--- src/rtl/fifo_port_pkg.sv ---
// Shared constants and types for the parallel FIFO port.
package fifo_port_pkg;

	// ----------------------------------------------------------------
	// Timing
	// ----------------------------------------------------------------
	localparam int unsigned CLK_HZ        = 25_000_000; // Core clock rate
	localparam int unsigned WAKE_HOLD_MS  = 20;         // Least low time of wake strobe
	// Least time in whole cycles, never below one
	localparam int unsigned WAKE_HOLD_CYC =
		(WAKE_HOLD_MS * (CLK_HZ / 1000) + 0) < 1 ? 1 : WAKE_HOLD_MS * (CLK_HZ / 1000);

	// ----------------------------------------------------------------
	// Sizes and reset values
	// ----------------------------------------------------------------
	localparam int unsigned DATA_W       = 8;     // Byte lane width
	localparam int unsigned RX_DEPTH_DEF = 16;    // Receive FIFO depth default
	localparam int unsigned TX_DEPTH_DEF = 16;    // Transmit FIFO depth default
	localparam int unsigned WAKE_CNT_W   = 20;    // Width of the wake hold counter
	localparam logic [7:0]  BYTE_RST     = 8'h00; // Reset value of held read byte

	// ----------------------------------------------------------------
	// Configurable pin function codes
	// ----------------------------------------------------------------
	localparam logic [3:0] IO_SEL_INPUT    = 4'h0; // Released, pull only
	localparam logic [3:0] IO_SEL_TX_SPACE = 4'h1; // Mirror of transmit-space flag
	localparam logic [3:0] IO_SEL_RX_AVAIL = 4'h2; // Mirror of receive-available flag
	localparam logic [3:0] IO_SEL_SUSPEND  = 4'h3; // High during USB suspend
	localparam logic [3:0] IO_SEL_LOW      = 4'h4; // Constant low
	localparam logic [3:0] IO_SEL_HIGH     = 4'h5; // Constant high

	// ----------------------------------------------------------------
	// Types
	// ----------------------------------------------------------------
	typedef struct packed {
		logic       remote_wake;      // Receive pin turns input in suspend
		logic       suspend_pull_low; // Input pins pull low in suspend
		logic [3:0] io5_sel;          // Function of config_io_5
		logic [3:0] io6_sel;          // Function of config_io_6
	} cfg_t;

	typedef struct packed {
		logic oe; // Pin driven
		logic o;  // Driven level
	} pin_drive_t;

	typedef struct packed {
		logic       valid; // Byte present
		logic [7:0] data;  // Byte value
	} byte_slot_t;

endpackage

--- src/rtl/pin_sync.sv ---
// Two flip-flop synchroniser for pins entering the core clock domain.
`timescale 1ns/1ns
module pin_sync
	import fifo_port_pkg::*;
#(
	parameter int         W       = 1,
	parameter logic [W-1:0] RST_VAL = '0
) (
	input  wire logic         clk,
	input  wire logic         rst,
	input  wire logic [W-1:0] pin,
	output logic      [W-1:0] sync
);
	logic [W-1:0] meta_q; // First stage, read only by second stage
	logic [W-1:0] meta_d;
	logic [W-1:0] sync_q; // Second stage, safe to use
	logic [W-1:0] sync_d;

	// Next values
	always_comb begin
		meta_d = rst ? RST_VAL : pin;
		sync_d = rst ? RST_VAL : meta_q;
	end

	// Registers only
	always_ff @(posedge clk) begin
		meta_q <= meta_d;
		sync_q <= sync_d;
	end

	assign sync = sync_q;
endmodule

--- src/rtl/skid_buf2.sv ---
// Two-entry buffer with valid/ready on both sides, outputs from flops.
`timescale 1ns/1ns
module skid_buf2
	import fifo_port_pkg::*;
#(
	parameter int W = 8
) (
	input  wire logic         clk,
	input  wire logic         rst,
	input  wire logic         in_valid,
	input  wire logic [W-1:0] in_data,
	output logic              in_ready,
	output logic              out_valid,
	output logic      [W-1:0] out_data,
	input  wire logic         out_ready
);
	logic         head_v_q, head_v_d; // Entry shown to the drain
	logic [W-1:0] head_q,   head_d;
	logic         tail_v_q, tail_v_d; // Overflow entry during a stall
	logic [W-1:0] tail_q,   tail_d;
	logic         push;
	logic         pop;

	// Next values: tail refills head so a stall loses no word
	always_comb begin
		push     = in_valid & ~tail_v_q;
		pop      = head_v_q & out_ready;
		head_v_d = head_v_q;
		head_d   = head_q;
		tail_v_d = tail_v_q;
		tail_d   = tail_q;
		if (pop) begin
			if (tail_v_q) begin
				head_d = tail_q;
				if (push) begin
					tail_d = in_data;
				end else begin
					tail_v_d = 1'b0;
				end
			end else if (push) begin
				head_d = in_data;
			end else begin
				head_v_d = 1'b0;
			end
		end else if (push) begin
			if (!head_v_q) begin
				head_v_d = 1'b1;
				head_d   = in_data;
			end else begin
				tail_v_d = 1'b1;
				tail_d   = in_data;
			end
		end
		if (rst) begin
			head_v_d = 1'b0;
			tail_v_d = 1'b0;
		end
	end

	// Registers only
	always_ff @(posedge clk) begin
		head_v_q <= head_v_d;
		head_q   <= head_d;
		tail_v_q <= tail_v_d;
		tail_q   <= tail_d;
	end

	assign in_ready  = ~tail_v_q; // Full only when both entries hold
	assign out_valid = head_v_q;
	assign out_data  = head_q;
endmodule

--- src/rtl/usb_parallel_fifo_port.sv ---
// Asynchronous 8-bit parallel FIFO port with suspend and wake handling.
//
// Overview of operation
// - Read strobe low drives receive byte
// - Read strobe falling advances to next byte
// - Write strobe falling captures bus byte
// - Receive flag low only when data waits
// - Status pins released while in reset
// - Remote wake: receive pin input in suspend
// - Receive pin low 20ms requests resume
// - Send-immediate low flushes transmit data
// - Send-immediate in suspend requests wakeup
// - Reset pin low resets the device
// - Inputs pulled up, optionally down suspended
// - Config memory selects configurable pin functions
`timescale 1ns/1ns
module usb_parallel_fifo_port
	import fifo_port_pkg::*;
#(
	parameter int unsigned RX_DEPTH  = RX_DEPTH_DEF,
	parameter int unsigned TX_DEPTH  = TX_DEPTH_DEF,
	parameter int unsigned WAKE_CYC  = WAKE_HOLD_CYC
) (
	input  wire logic        REF_CLK,
	input  wire logic        SRST,
	// Pins
	input  wire logic        RESET_N,
	input  wire logic        RD_N,
	input  wire logic        WR,
	input  wire logic [7:0]  DATA_I,
	output logic      [7:0]  DATA_O,
	output logic             DATA_OE,
	output logic             TX_SPACE_N_O,
	output logic             TX_SPACE_N_OE,
	input  wire logic        RX_AVAIL_N_I,
	output logic             RX_AVAIL_N_O,
	output logic             RX_AVAIL_N_OE,
	input  wire logic        SEND_NOW_WAKE_N,
	output logic             POWER_ENABLE_N,
	output logic             CONFIG_IO_5_O,
	output logic             CONFIG_IO_5_OE,
	output logic             CONFIG_IO_6_O,
	output logic             CONFIG_IO_6_OE,
	output logic             PULL_UP_EN,
	output logic             PULL_DOWN_EN,
	// Configuration memory and USB core side
	input  wire cfg_t        CFG,
	input  wire logic        USB_SUSPEND,
	input  wire logic        RXS_VALID,
	input  wire logic [7:0]  RXS_DATA,
	output logic             RXS_READY,
	output logic             TXS_VALID,
	output logic      [7:0]  TXS_DATA,
	input  wire logic        TXS_READY,
	output logic             TXS_FLUSH,
	output logic             RESUME_REQ
);

	// ----------------------------------------------------------------
	// Elaboration checks
	// ----------------------------------------------------------------
	localparam int RA_W = $clog2(RX_DEPTH); // Receive pointer width
	localparam int TA_W = $clog2(TX_DEPTH); // Transmit pointer width

	if (RX_DEPTH < 2 || (1 << RA_W) != RX_DEPTH) begin : g_bad_rx
		$error("RX_DEPTH must be a power of two, at least 2");
	end
	if (TX_DEPTH < 2 || (1 << TA_W) != TX_DEPTH) begin : g_bad_tx
		$error("TX_DEPTH must be a power of two, at least 2");
	end
	if (WAKE_CYC < 1 || WAKE_CYC >= (1 << WAKE_CNT_W)) begin : g_bad_wake
		$error("WAKE_CYC does not fit the wake counter");
	end

	// ----------------------------------------------------------------
	// Helpers
	// ----------------------------------------------------------------
	// Occupancy after one cycle of push and pop
	function automatic logic [15:0] occ_next(input logic [15:0] occ,
		input logic push, input logic pop);
		occ_next = occ + {15'h0000, push} - {15'h0000, pop};
	endfunction

	// Output drive of a configurable pin for a function code
	function automatic pin_drive_t io_drive(input logic [3:0] sel,
		input logic tx_n, input logic rx_n, input logic susp);
		case (sel)
			IO_SEL_TX_SPACE: io_drive = '{oe: 1'b1, o: tx_n};
			IO_SEL_RX_AVAIL: io_drive = '{oe: 1'b1, o: rx_n};
			IO_SEL_SUSPEND:  io_drive = '{oe: 1'b1, o: susp};
			IO_SEL_LOW:      io_drive = '{oe: 1'b1, o: 1'b0};
			IO_SEL_HIGH:     io_drive = '{oe: 1'b1, o: 1'b1};
			default:         io_drive = '{oe: 1'b0, o: 1'b0}; // Input, released
		endcase
	endfunction

	// ----------------------------------------------------------------
	// Pin synchronisers
	// ----------------------------------------------------------------
	logic [12:0] pins_s;      // Synchronised pins
	logic        rst_pin_n_s; // Reset pin, synchronised
	logic        rd_n_s;      // Read strobe
	logic        wr_s;        // Write strobe
	logic [7:0]  data_s;      // Data bus, aligned with the strobes
	logic        send_n_s;    // Send-immediate / wake
	logic        rx_pin_n_s;  // Receive pin as wake input

	pin_sync #(
		.W       (13),
		.RST_VAL (13'h1E00)
	) u_sync (
		.clk  (REF_CLK),
		.rst  (SRST),
		.pin  ({RESET_N, RD_N, SEND_NOW_WAKE_N, RX_AVAIL_N_I, WR, DATA_I}),
		.sync (pins_s)
	);

	assign {rst_pin_n_s, rd_n_s, send_n_s, rx_pin_n_s, wr_s, data_s} = pins_s;

	// Pin reset joins the core reset; it lags the pin by the sync depth
	logic rst;
	assign rst = SRST | ~rst_pin_n_s;

	// ----------------------------------------------------------------
	// Strobe edge detection
	// ----------------------------------------------------------------
	logic rd_prev_q, rd_prev_d;     // Read strobe one cycle ago
	logic wr_prev_q, wr_prev_d;     // Write strobe one cycle ago
	logic send_prev_q, send_prev_d; // Send strobe one cycle ago
	logic rd_fall;
	logic wr_fall;
	logic send_fall;

	// Falling edges of the synchronised strobes
	always_comb begin
		rd_fall     = rd_prev_q & ~rd_n_s;
		wr_fall     = wr_prev_q & ~wr_s;
		send_fall   = send_prev_q & ~send_n_s;
		rd_prev_d   = rst ? 1'b1 : rd_n_s;
		wr_prev_d   = rst ? 1'b0 : wr_s;
		send_prev_d = rst ? 1'b1 : send_n_s;
	end

	// Registers only
	always_ff @(posedge REF_CLK) begin
		rd_prev_q   <= rd_prev_d;
		wr_prev_q   <= wr_prev_d;
		send_prev_q <= send_prev_d;
	end

	// ----------------------------------------------------------------
	// Receive FIFO (USB core to controller)
	// ----------------------------------------------------------------
	logic [7:0]      rx_mem [RX_DEPTH]; // Receive storage
	logic [RA_W-1:0] rx_wp_q, rx_wp_d;  // Write pointer
	logic [RA_W-1:0] rx_rp_q, rx_rp_d;  // Read pointer
	logic [15:0]     rx_occ_q, rx_occ_d;
	logic            rx_push;
	logic            rx_pop;
	logic            rx_ready_q, rx_ready_d;
	logic [7:0]      rd_byte_q, rd_byte_d; // Byte held on the bus

	// Next values of the receive side
	always_comb begin
		rx_push   = RXS_VALID & rx_ready_q;
		rx_pop    = rd_fall & (rx_occ_q != 16'h0000);
		rx_wp_d   = rx_push ? RA_W'(rx_wp_q + 1'b1) : rx_wp_q;
		rx_rp_d   = rx_pop ? RA_W'(rx_rp_q + 1'b1) : rx_rp_q;
		rx_occ_d  = occ_next(rx_occ_q, rx_push, rx_pop);
		rd_byte_d = rx_pop ? rx_mem[rx_rp_q] : rd_byte_q;
		// Ready registered from next occupancy so it never overfills
		rx_ready_d = rx_occ_d < 16'(RX_DEPTH);
		if (rst) begin
			rx_wp_d    = '0;
			rx_rp_d    = '0;
			rx_occ_d   = 16'h0000;
			rd_byte_d  = BYTE_RST;
			rx_ready_d = 1'b0;
		end
	end

	// Registers only; storage has no reset
	always_ff @(posedge REF_CLK) begin
		if (rx_push) begin
			rx_mem[rx_wp_q] <= RXS_DATA;
		end
		rx_wp_q    <= rx_wp_d;
		rx_rp_q    <= rx_rp_d;
		rx_occ_q   <= rx_occ_d;
		rx_ready_q <= rx_ready_d;
		rd_byte_q  <= rd_byte_d;
	end

	assign RXS_READY = rx_ready_q;

	// ----------------------------------------------------------------
	// Transmit FIFO (controller to USB core)
	// ----------------------------------------------------------------
	logic [7:0]      tx_mem [TX_DEPTH]; // Transmit storage
	logic [TA_W-1:0] tx_wp_q, tx_wp_d;
	logic [TA_W-1:0] tx_rp_q, tx_rp_d;
	logic [15:0]     tx_occ_q, tx_occ_d;
	logic            tx_push;
	logic            tx_pop;
	logic            sk_ready;          // Drain buffer accepts
	logic            tx_full;

	// Next values; a write while full is dropped, the controller must wait
	always_comb begin
		tx_full  = tx_occ_q == 16'(TX_DEPTH);
		tx_push  = wr_fall & ~tx_full;
		tx_pop   = sk_ready & (tx_occ_q != 16'h0000);
		tx_wp_d  = tx_push ? TA_W'(tx_wp_q + 1'b1) : tx_wp_q;
		tx_rp_d  = tx_pop ? TA_W'(tx_rp_q + 1'b1) : tx_rp_q;
		tx_occ_d = occ_next(tx_occ_q, tx_push, tx_pop);
		if (rst) begin
			tx_wp_d  = '0;
			tx_rp_d  = '0;
			tx_occ_d = 16'h0000;
		end
	end

	// Registers only
	always_ff @(posedge REF_CLK) begin
		if (tx_push) begin
			tx_mem[tx_wp_q] <= data_s;
		end
		tx_wp_q  <= tx_wp_d;
		tx_rp_q  <= tx_rp_d;
		tx_occ_q <= tx_occ_d;
	end

	// Two-entry buffer toward the USB core; its stall backs up the FIFO
	skid_buf2 #(
		.W (DATA_W)
	) u_tx_buf (
		.clk       (REF_CLK),
		.rst       (rst),
		.in_valid  (tx_occ_q != 16'h0000),
		.in_data   (tx_mem[tx_rp_q]),
		.in_ready  (sk_ready),
		.out_valid (TXS_VALID),
		.out_data  (TXS_DATA),
		.out_ready (TXS_READY)
	);

	// ----------------------------------------------------------------
	// Remote wake detector
	// ----------------------------------------------------------------
	typedef enum logic [2:0] {
		WK_IDLE  = 3'b001, // Pin high or wake not armed
		WK_COUNT = 3'b010, // Pin low, timing the hold
		WK_DONE  = 3'b100  // Resume asked, wait for pin release
	} wake_st_t;

	wake_st_t              wk_q, wk_d;
	logic [WAKE_CNT_W-1:0] wk_cnt_q, wk_cnt_d;
	logic                  wake_armed;
	logic                  wake_hit;

	// Counts the low time of the receive pin while it is an input
	always_comb begin
		wake_armed = CFG.remote_wake & USB_SUSPEND;
		wk_d       = wk_q;
		wk_cnt_d   = wk_cnt_q;
		wake_hit   = 1'b0;
		case (wk_q)
			WK_IDLE: begin
				wk_cnt_d = '0;
				if (wake_armed && !rx_pin_n_s) begin
					wk_d     = WK_COUNT;
					wk_cnt_d = WAKE_CNT_W'(1);
				end
			end
			WK_COUNT: begin
				if (!wake_armed || rx_pin_n_s) begin
					wk_d = WK_IDLE; // Short strobe, ignored
				end else if (wk_cnt_q >= WAKE_CNT_W'(WAKE_CYC)) begin
					wk_d     = WK_DONE;
					wake_hit = 1'b1;
				end else begin
					wk_cnt_d = WAKE_CNT_W'(wk_cnt_q + 1'b1);
				end
			end
			WK_DONE: begin
				if (!wake_armed || rx_pin_n_s) begin
					wk_d = WK_IDLE;
				end
			end
			default: wk_d = WK_IDLE;
		endcase
		if (rst) begin
			wk_d     = WK_IDLE;
			wk_cnt_d = '0;
		end
	end

	// Registers only
	always_ff @(posedge REF_CLK) begin
		wk_q     <= wk_d;
		wk_cnt_q <= wk_cnt_d;
	end

	// ----------------------------------------------------------------
	// Pin outputs
	// ----------------------------------------------------------------
	logic       data_oe_d;
	logic [7:0] data_o_d;
	logic       tx_n_d, tx_oe_d;
	logic       rx_n_d, rx_oe_d;
	logic       pwr_n_d, pu_d, pd_d;
	logic       flush_d, resume_d;
	pin_drive_t io5_d, io6_d;

	// Every pin level is registered so the pins see no glitches
	always_comb begin
		data_oe_d = ~rd_n_s;
		data_o_d  = rd_byte_d;
		tx_n_d    = tx_occ_d == 16'(TX_DEPTH);
		tx_oe_d   = 1'b1;
		rx_n_d    = rx_occ_d == 16'h0000;
		rx_oe_d   = ~(CFG.remote_wake & USB_SUSPEND);
		pwr_n_d   = USB_SUSPEND;
		pd_d      = USB_SUSPEND & CFG.suspend_pull_low;
		pu_d      = ~pd_d;
		flush_d   = send_fall & ~USB_SUSPEND;
		resume_d  = (send_fall & USB_SUSPEND) | wake_hit;
		io5_d     = io_drive(CFG.io5_sel, tx_n_d, rx_n_d, USB_SUSPEND);
		io6_d     = io_drive(CFG.io6_sel, tx_n_d, rx_n_d, USB_SUSPEND);
		if (rst) begin
			data_oe_d = 1'b0;
			tx_oe_d   = 1'b0;
			rx_oe_d   = 1'b0;
			flush_d   = 1'b0;
			resume_d  = 1'b0;
			io5_d     = '{oe: 1'b0, o: 1'b0};
			io6_d     = '{oe: 1'b0, o: 1'b0};
		end
	end

	// Registers only
	always_ff @(posedge REF_CLK) begin
		DATA_OE        <= data_oe_d;
		DATA_O         <= data_o_d;
		TX_SPACE_N_O   <= tx_n_d;
		TX_SPACE_N_OE  <= tx_oe_d;
		RX_AVAIL_N_O   <= rx_n_d;
		RX_AVAIL_N_OE  <= rx_oe_d;
		POWER_ENABLE_N <= pwr_n_d;
		PULL_UP_EN     <= pu_d;
		PULL_DOWN_EN   <= pd_d;
		TXS_FLUSH      <= flush_d;
		RESUME_REQ     <= resume_d;
		CONFIG_IO_5_O  <= io5_d.o;
		CONFIG_IO_5_OE <= io5_d.oe;
		CONFIG_IO_6_O  <= io6_d.o;
		CONFIG_IO_6_OE <= io6_d.oe;
	end

endmodule

--- config.mk ---
export PLATFORM = sky130hd
export DESIGN_NAME = usb_parallel_fifo_port
export DESIGN_NICKNAME = d
export VERILOG_FILES = /design/src/rtl/fifo_port_pkg.sv /design/src/rtl/pin_sync.sv /design/src/rtl/skid_buf2.sv /design/src/rtl/usb_parallel_fifo_port.sv
export SDC_FILE = /design/constraint.sdc
export NUM_CORES = 1
export LEC_CHECK = 0
export BUFFER_PORTS_ARGS = -buffer_cell sky130_fd_sc_hd__buf_4
export CAP_MARGIN = 40
export CORE_ASPECT_RATIO = 1.25
export CORE_MARGIN = 1.5
export CORE_UTILIZATION = 40
export DETAILED_ROUTE_END_ITERATION = 10
export GPL_TIMING_DRIVEN = 0
export PLACE_DENSITY = 0.65
export SLEW_MARGIN = 25
export SYNTH_ARGS = -nofsm -noshare
export SYNTH_HDL_FRONTEND = slang
export SYNTH_SLANG_ARGS = --single-unit
--- constraint.sdc ---
create_clock -name REF_CLK -period 5.4 [get_ports REF_CLK]
set_input_delay 0.27 -clock REF_CLK [delete_from_list [all_inputs] [get_ports REF_CLK]]
set_output_delay 0.27 -clock REF_CLK [all_outputs]
set_load 0.05 [all_outputs]
# Word-level counts from Yosys, hierarchy flattened
# Memories as Yosys holds them, arrays and structs flattened. A register that Yosys moved wholly into a read port is not among the register bits.
# Cells that the tools add are included.
dict set report totals {
  regBits 133
  ram_bits 256
  in_bits 36
  output_inout_bits 32
  n_memories 2
}
dict set report op_classes {
  add_sub_neg 9
  magnitude_cmp 2
  eq_ne 25
  n_mux 41
  bitwise 23
  n_reduce_logical 17
}
# memory words word_bits read_ports rd_ports_with_merged_regs write_ports line_no
set mem_list {}
lappend mem_list {rx_mem 16 8 1 1 1 usb_parallel_fifo_port.sv:154} ;# logic [7:0] rx_mem [RX_DEPTH];
lappend mem_list {tx_mem 16 8 1 1 1 usb_parallel_fifo_port.sv:199} ;# logic [7:0] tx_mem [TX_DEPTH];
# op n
set ops {}
lappend ops {{2-to-1 mux 8 bit} 9}
lappend ops {{2-to-1 mux 20 bit} 2}
lappend ops {{one-hot mux 20 bit (2 select lines)} 1}
lappend ops {{adder 16 x 1 -> 16 bit} 2}
lappend ops {{== test 16 x 5 -> 1 bit (second input constant)} 2}
lappend ops {{2-to-1 mux 16 bit} 2}
lappend ops {{nonzero test 16 bit} 2}
lappend ops {{subtractor 16 x 1 -> 16 bit} 2}
lappend ops {{adder 20 x 1 -> 20 bit (second input constant)} 1}
lappend ops {{>= comparator 20 x 19 -> 1 bit (second input constant)} 1}
lappend ops {{one-hot mux 2 bit (5 select lines)} 2}
lappend ops {{2-to-1 mux 1 bit} 18}
lappend ops {{adder 4 x 1 -> 4 bit (second input constant)} 4}
lappend ops {{== test 4 x 2 -> 1 bit (second input constant)} 4}
lappend ops {{== test 4 x 3 -> 1 bit (second input constant)} 4}
lappend ops {{logical NOT 16 bit} 1}
lappend ops {{< comparator 16 x 5 -> 1 bit (second input constant)} 1}
lappend ops {{inequality test 2 bit (second input constant)} 8}
lappend ops {{AND 1 bit} 12}
lappend ops {{2-to-1 mux 3 bit} 4}
lappend ops {{AND reduction 3 bit} 4}
lappend ops {{NOT 1 bit} 9}
lappend ops {{one-hot mux 3 bit (3 select lines)} 1}
lappend ops {{== test 4 x 1 -> 1 bit (second input constant)} 2}
lappend ops {{other kinds (13)} 19}

# Depth between registers and ports, before layout
dict set report logic_depth {
  ltp_word 8
  ltp_mapped 20
}

# Modules after synthesis
# From an unflattened synthesis, not the netlist that was laid out.
dict set report hier_totals {
  cells_unflattened 1160
  hier_area_um2 16867.4
}
# mod n_inst cells_each area_per_inst_um2
set by_module_without_submodules {}
lappend by_module_without_submodules {usb_parallel_fifo_port 1 1066 15446.1}
lappend by_module_without_submodules {skid_buf2 1 40 714.4}
lappend by_module_without_submodules {pin_sync 1 54 706.9}

# Worst setup path after synthesis
# No wires, ideal clock.
dict set report synth_path {
  path_type {flip-flop to flip-flop}
  startpoint {register tx_occ_q[6]}
  endpoint {register CONFIG_IO_5_O}
  setup_ps 83
  arrival_time_ps 4206
  required_ps 5317
  slack_ps 1112
  path_stages_with_launch 21
  cell_sequence {dfxtp_1 inv_1 ha_1 nand4b_1 nor2_1 a21oi_1 inv_1 ha_1 inv_1 ha_1 inv_1 fa_1 nor2b_1 o21ai_1 a31oi_1 nor3_1 o31a_1 mux2i_1 or4_1 or4_1 o221ai_1}
}
dict set report synth_via {
  elab_chain_len 8
}
# element line_no
set synth_rtl {}
lappend synth_rtl {{start: declaration} usb_parallel_fifo_port.sv:202} ;# logic [15:0] tx_occ_q, tx_occ_d;
lappend synth_rtl {{start signal: assignment} usb_parallel_fifo_port.sv:230} ;# tx_occ_q <= tx_occ_d;
lappend synth_rtl {{== test 16 x 5 -> 1 bit} usb_parallel_fifo_port.sv:210} ;# tx_full = tx_occ_q == 16'(TX_DEPTH);
lappend synth_rtl {{NOT 1 bit} usb_parallel_fifo_port.sv:211} ;# tx_push = wr_fall & ~tx_full;
lappend synth_rtl {{AND 1 bit} usb_parallel_fifo_port.sv:211}
lappend synth_rtl {{adder 16 x 1 -> 16 bit} usb_parallel_fifo_port.sv:81} ;# occ_next = occ + {15'h0000, push} - {15'h0000, pop};
lappend synth_rtl {{subtractor 16 x 1 -> 16 bit (*)} usb_parallel_fifo_port.sv:81}
lappend synth_rtl {{2-to-1 mux 16 bit (*)} usb_parallel_fifo_port.sv:216} ;# if (rst) begin
lappend synth_rtl {{net tx_occ_d[12]} usb_parallel_fifo_port.sv:202}
lappend synth_rtl {{== test 16 x 5 -> 1 bit (*)} usb_parallel_fifo_port.sv:319} ;# tx_n_d = tx_occ_d == 16'(TX_DEPTH);
lappend synth_rtl {{one-hot mux 2 bit (5 select lines) (*)} usb_parallel_fifo_port.sv:87} ;# case (sel)
lappend synth_rtl {{end signal: assignment} usb_parallel_fifo_port.sv:354} ;# CONFIG_IO_5_O <= io5_d.o;
lappend synth_rtl {{end: declaration} usb_parallel_fifo_port.sv:40} ;# output logic CONFIG_IO_5_O,
# The timed path passes the listed nets; every way through them passes the cells marked *.
# A chain may end at the register's enable or synchronous reset.

# Worst setup path in the final report
dict set report layout_path {
  startpoint {register tx_occ_q[9]}
  endpoint {register CONFIG_IO_5_O}
}
# element line_no
set layout_rtl {}
lappend layout_rtl {{nonzero test 16 bit} usb_parallel_fifo_port.sv:212} ;# tx_pop = sk_ready & (tx_occ_q != 16'h0000);
lappend layout_rtl {{AND 1 bit} usb_parallel_fifo_port.sv:212}
lappend layout_rtl {{net tx_pop} usb_parallel_fifo_port.sv:204} ;# logic tx_pop;
lappend layout_rtl {{subtractor 16 x 1 -> 16 bit} usb_parallel_fifo_port.sv:81}
lappend layout_rtl {{2-to-1 mux 16 bit} usb_parallel_fifo_port.sv:216}
lappend layout_rtl {{net tx_occ_d[12]} usb_parallel_fifo_port.sv:202}
lappend layout_rtl {{== test 16 x 5 -> 1 bit} usb_parallel_fifo_port.sv:319}
lappend layout_rtl {{one-hot mux 2 bit (5 select lines)} usb_parallel_fifo_port.sv:87}
# The timed path passes the listed nets, and every way through them passes these cells.

==> flow_metrics.py <==
metrics = {
    "worst_hold_path": {
        "min-delay-start": "RXS_DATA[4]",
        "min-delay-path-class": "input pin to register",
        "min_to": "rx_mem[0][4]",
        "holdPathStages": 1,
    },
    "grt": {
        "grt_util_all_layers": 0.167,
        "antenna_found_initial": 0,
        "grt_use_met1": 0.196,
        "grt_pass1_vias": 9793,
        "grt_busiest_layer": "met2",
        "grt_max_degree": 17,
        "overflow": 0,
        "grt_pass1_wl_mm": 54.1,
        "grt_util_met3": 0.0258,
        "met2_usage": 0.302,
    },
    "drt": {
        "wl_mm": 35.3,
        "vias": 9675,
        "drtPass1Iterations": 5,
        "drc": 0,
        "detail-route-antenna-nets": 0,
        "wire_per_inst_um": 18.7,
        "via_per_inst": 5.12,
        "drtIter0Drc": 593,
    },
    "timing": {
        "fin_crit_sh": 0.914,
        "hold_viol_final": 0,
        "rsz0062_at_grt": "no",
        "drv_slew": 0,
        "final.setup.tns_ns": 0,
        "skew_ns": 0.0242,
        "max_freq_ghz": 0.203,
        "min_period_ns": 4.94,
        "setup_viol_count_final": 0,
        "relSlewSlack": 0.452,
        "worst_pin_slew_ns": 0.817,
        "fin_hold_ws_ns": 0.0419,
    },
    "yosys": {
        "avgSynthCellArea_um2": 14.6,
        "async_flop_share": 0,
        "synth_area_leaders": "edfxtp_1, dfxtp_1, mux4_2",
        "yosysTopAreaCellShare": 0.489,
        "synth-seq-cells": 401,
        "synth_cells": 1141,
        "synth_nets": 1237,
        "ys_seq_area_frac": 0.644,
        "synth_area_um2": 16700,
        "yosysWarnings": 0,
        "synthFlopType": "edfxtp_1",
        "synth.distinct_cells": 73,
        "synth_largest_area_cell": "edfxtp_1",
        "synth-edff-count": 272,
    },
    "layout": {
        "nets": 1401,
        "areaGrowthSynthToFinish_pct": 18.6,
        "drive_gt1_frac": 0.209,
        "n_antenna_cell": 0,
        "fin_util": 0.481,
    },
    "critical_path": {
        "arrival_ns": 5.40,
        "path_class": "register to register",
        "r2r-end": "CONFIG_IO_5_O",
        "cp-start-kind": "register",
        "worst_ep_required_time_ns": 5.87,
        "reg2reg_depth": 20,
        "end_kind": "register",
        "crit_start": "tx_occ_q[9]",
        "reg2reg_from": "tx_occ_q[9]",
        "crit_fanout": 5,
        "regToRegSetupSlack_ns": 0.46,
    },
    "cts": {
        "root_buffer": "clkbuf_16",
        "post_cts_resized": 0,
        "clock_path_buffers": 3,
        "cts_tree": "done",
        "cts.sinks": 401,
        "clock_latency_ns": 0.57,
        "h-tree-depth": 2,
        "cts.clk_slew.worst_paths_ns": 0.07,
        "cts_made_buffers": 41,
        "post_cts_buffers": 0,
    },
    "power": {
        "p_leak_nw": 7.02,
        "vdd_ir_drop_max_uv": 302,
        "power_density_nw_per_um2": 437,
    },
    "floorplan": {
        "fp.dieArea_um2": 43000,
        "die_h_um": 231,
        "rows": 83,
        "placeableCoreArea_um2": 41100,
        "start_util": 0.406,
        "ioPinCount": 68,
        "die_w_um": 186,
    },
    "status": {
        "status": "finished, final reports clean",
    },
    "placed_design": {
        "hpwlAfterDp_mm": 24.8,
        "gp_congestion": 0.824,
        "io_buffer_count": 67,
    },
    "run": {
        "maxCapViolations": 0,
    },
}
## synthesized netlist by cell type, types with 3 or more instances
master and count:
edfxtp_1 272, dfxtp_1 129, nor2_1 112, mux4_2 80
inv_1 69, ha_1 58, a21oi_1 40, nand2_1 39
nor2b_1 32, o21ai_0 27, xnor2_1 24, clkbuf_1 21
nand2b_1 20, xor2_1 19, nor3_1 18, buf_1 17
nand3_1 16, mux2i_1 12, nand4_1 10, or2_2 10
mux2_2 9, or3_1 9, and3_1 7, a21o_1 6
nor3b_1 6, and2_1 5, nand3b_1 5, a2111oi_0 3
a221oi_1 3, a31oi_1 3, o31ai_1 3
## worst max-delay path by stage
stage,slack [ns],endpoint,cells past startpoint
2_1_floorplan,1.11,CONFIG_IO_5_O,20
3_3_place_gp,0.29,CONFIG_IO_5_O,20
3_5_place_dp,0.24,CONFIG_IO_5_O,19
4_1_cts,0.17,CONFIG_IO_5_O,19
5_1_grt,0.1,CONFIG_IO_5_O,20
6_report,0.46,CONFIG_IO_5_O,20
## layout by cell type, fill, tap and decap left out, types with 8 or more instances in the layout
master	instances
dlygate4sd3_1	25
mux2i_1	12
nand3_1	16
dfxtp_1	129
nand4_1	10
inv_1	69
nor3_2	9
a21oi_1	40
clkbuf_16	41
buf_6	9
nor2b_1	32
buf_1	17
or3_1	9
xnor2_1	24
o21ai_0	27
nand2_1	39
or2_2	10
mux2_2	9
edfxtp_1	272
clkbuf_1	34
nand2b_1	20
clkbuf_8	8
nor2_1	112
buf_4	86
nor3_1	10
mux4_2	80
ha_1	58
xor2_1	19
## logic make-up after synthesis
family          count (synthesis)  share of synthesized area
simple gates                  305                     0.0933
buf+inv                       109                     0.0250
mux                           101                      0.121
flops                         401                      0.644
compound gates                122                     0.0479
fa+ha+maj                      60                     0.0459
xor+xnor                       43                     0.0226
## critical path: stages, from the launching register on
cell	delay (ns)
dfxtp_1	0.36
inv_1	0.08
ha_1	0.20
nand4b_1	0.10
nor2_1	0.08
a21oi_1	0.33
buf_2	0.27
ha_1	0.25
inv_1	0.06
ha_1	0.15
inv_1	0.05
fa_1	0.40
nor2b_1	0.17
o21ai_1	0.11
a31oi_1	0.46
nor3_1	0.12
o31a_1	0.34
mux2i_1	0.16
or4_1	0.50
or4_1	0.48
o221ai_1	0.19
## area by class of cell
class                      count  area [um^2]
buffer                        40          159
clock buffer                  62         1180
clock inverter                14          183
fill                        3583        21300
inverter                      69          259
multi-input combinational    631         5560
sequential                   401        10800
tap                          552          691
timing repair buffer         121          998
## metal layers
layer | part of all wire | up-vias | wire, um
met3 | 0.046 | 65 | 1610
met4 | 0.032 | 0 | 1130
li1 | - | 4579 | -
met1 | 0.40 | 4794 | 14000
met2 | 0.52 | 237 | 18500
met5 | 0 | - | 0
## state kept, by name, indices dropped and copies added (netlist names), 8 cells and up, named ones only
register	cells
u_sync.sync	13
rx_occ_q	16
tx_occ_q	16
u_sync.meta_q	13
tx_mem	128
u_tx_buf.out_data	8
wk_cnt_q	20
u_tx_buf.tail_q	8
DATA_O	8
rx_mem	128
## timing repair
| action | 4_1_cts | 5_1_grt |
|---|---|---|
| endpoints found under the hold margin | 29 | 0 |
| setup endpoints to repair | 0 | 0 |
| hold buffers | 25 | 0 |
## through the flow
| stage | total power, mW | area, um^2 | worst slack, ns | instances |
|---|---|---|---|---|
| detailed placement | 5.83 | 18000 | 0.243 | 1773 |
| global placement | 5.79 | 17900 | 0.290 | 1760 |
| finish | 8.64 | 19800 | 0.465 | 1890 |
| floorplan | 5.29 | 16700 | 1.11 | 1141 |
| global route | 9.08 | 19800 | 0.0951 | 1890 |
| CTS | 8.71 | 19700 | 0.175 | 1874 |
## power by group
group / internal (mW) / total, mW / switching, mW
logic: 0.984 / 2.28 / 1.30
registers: 3.43 / 3.51 / 0.0784
clock network: 1.64 / 2.85 / 1.21
Note: power is estimated with default switching activity, not from simulation.
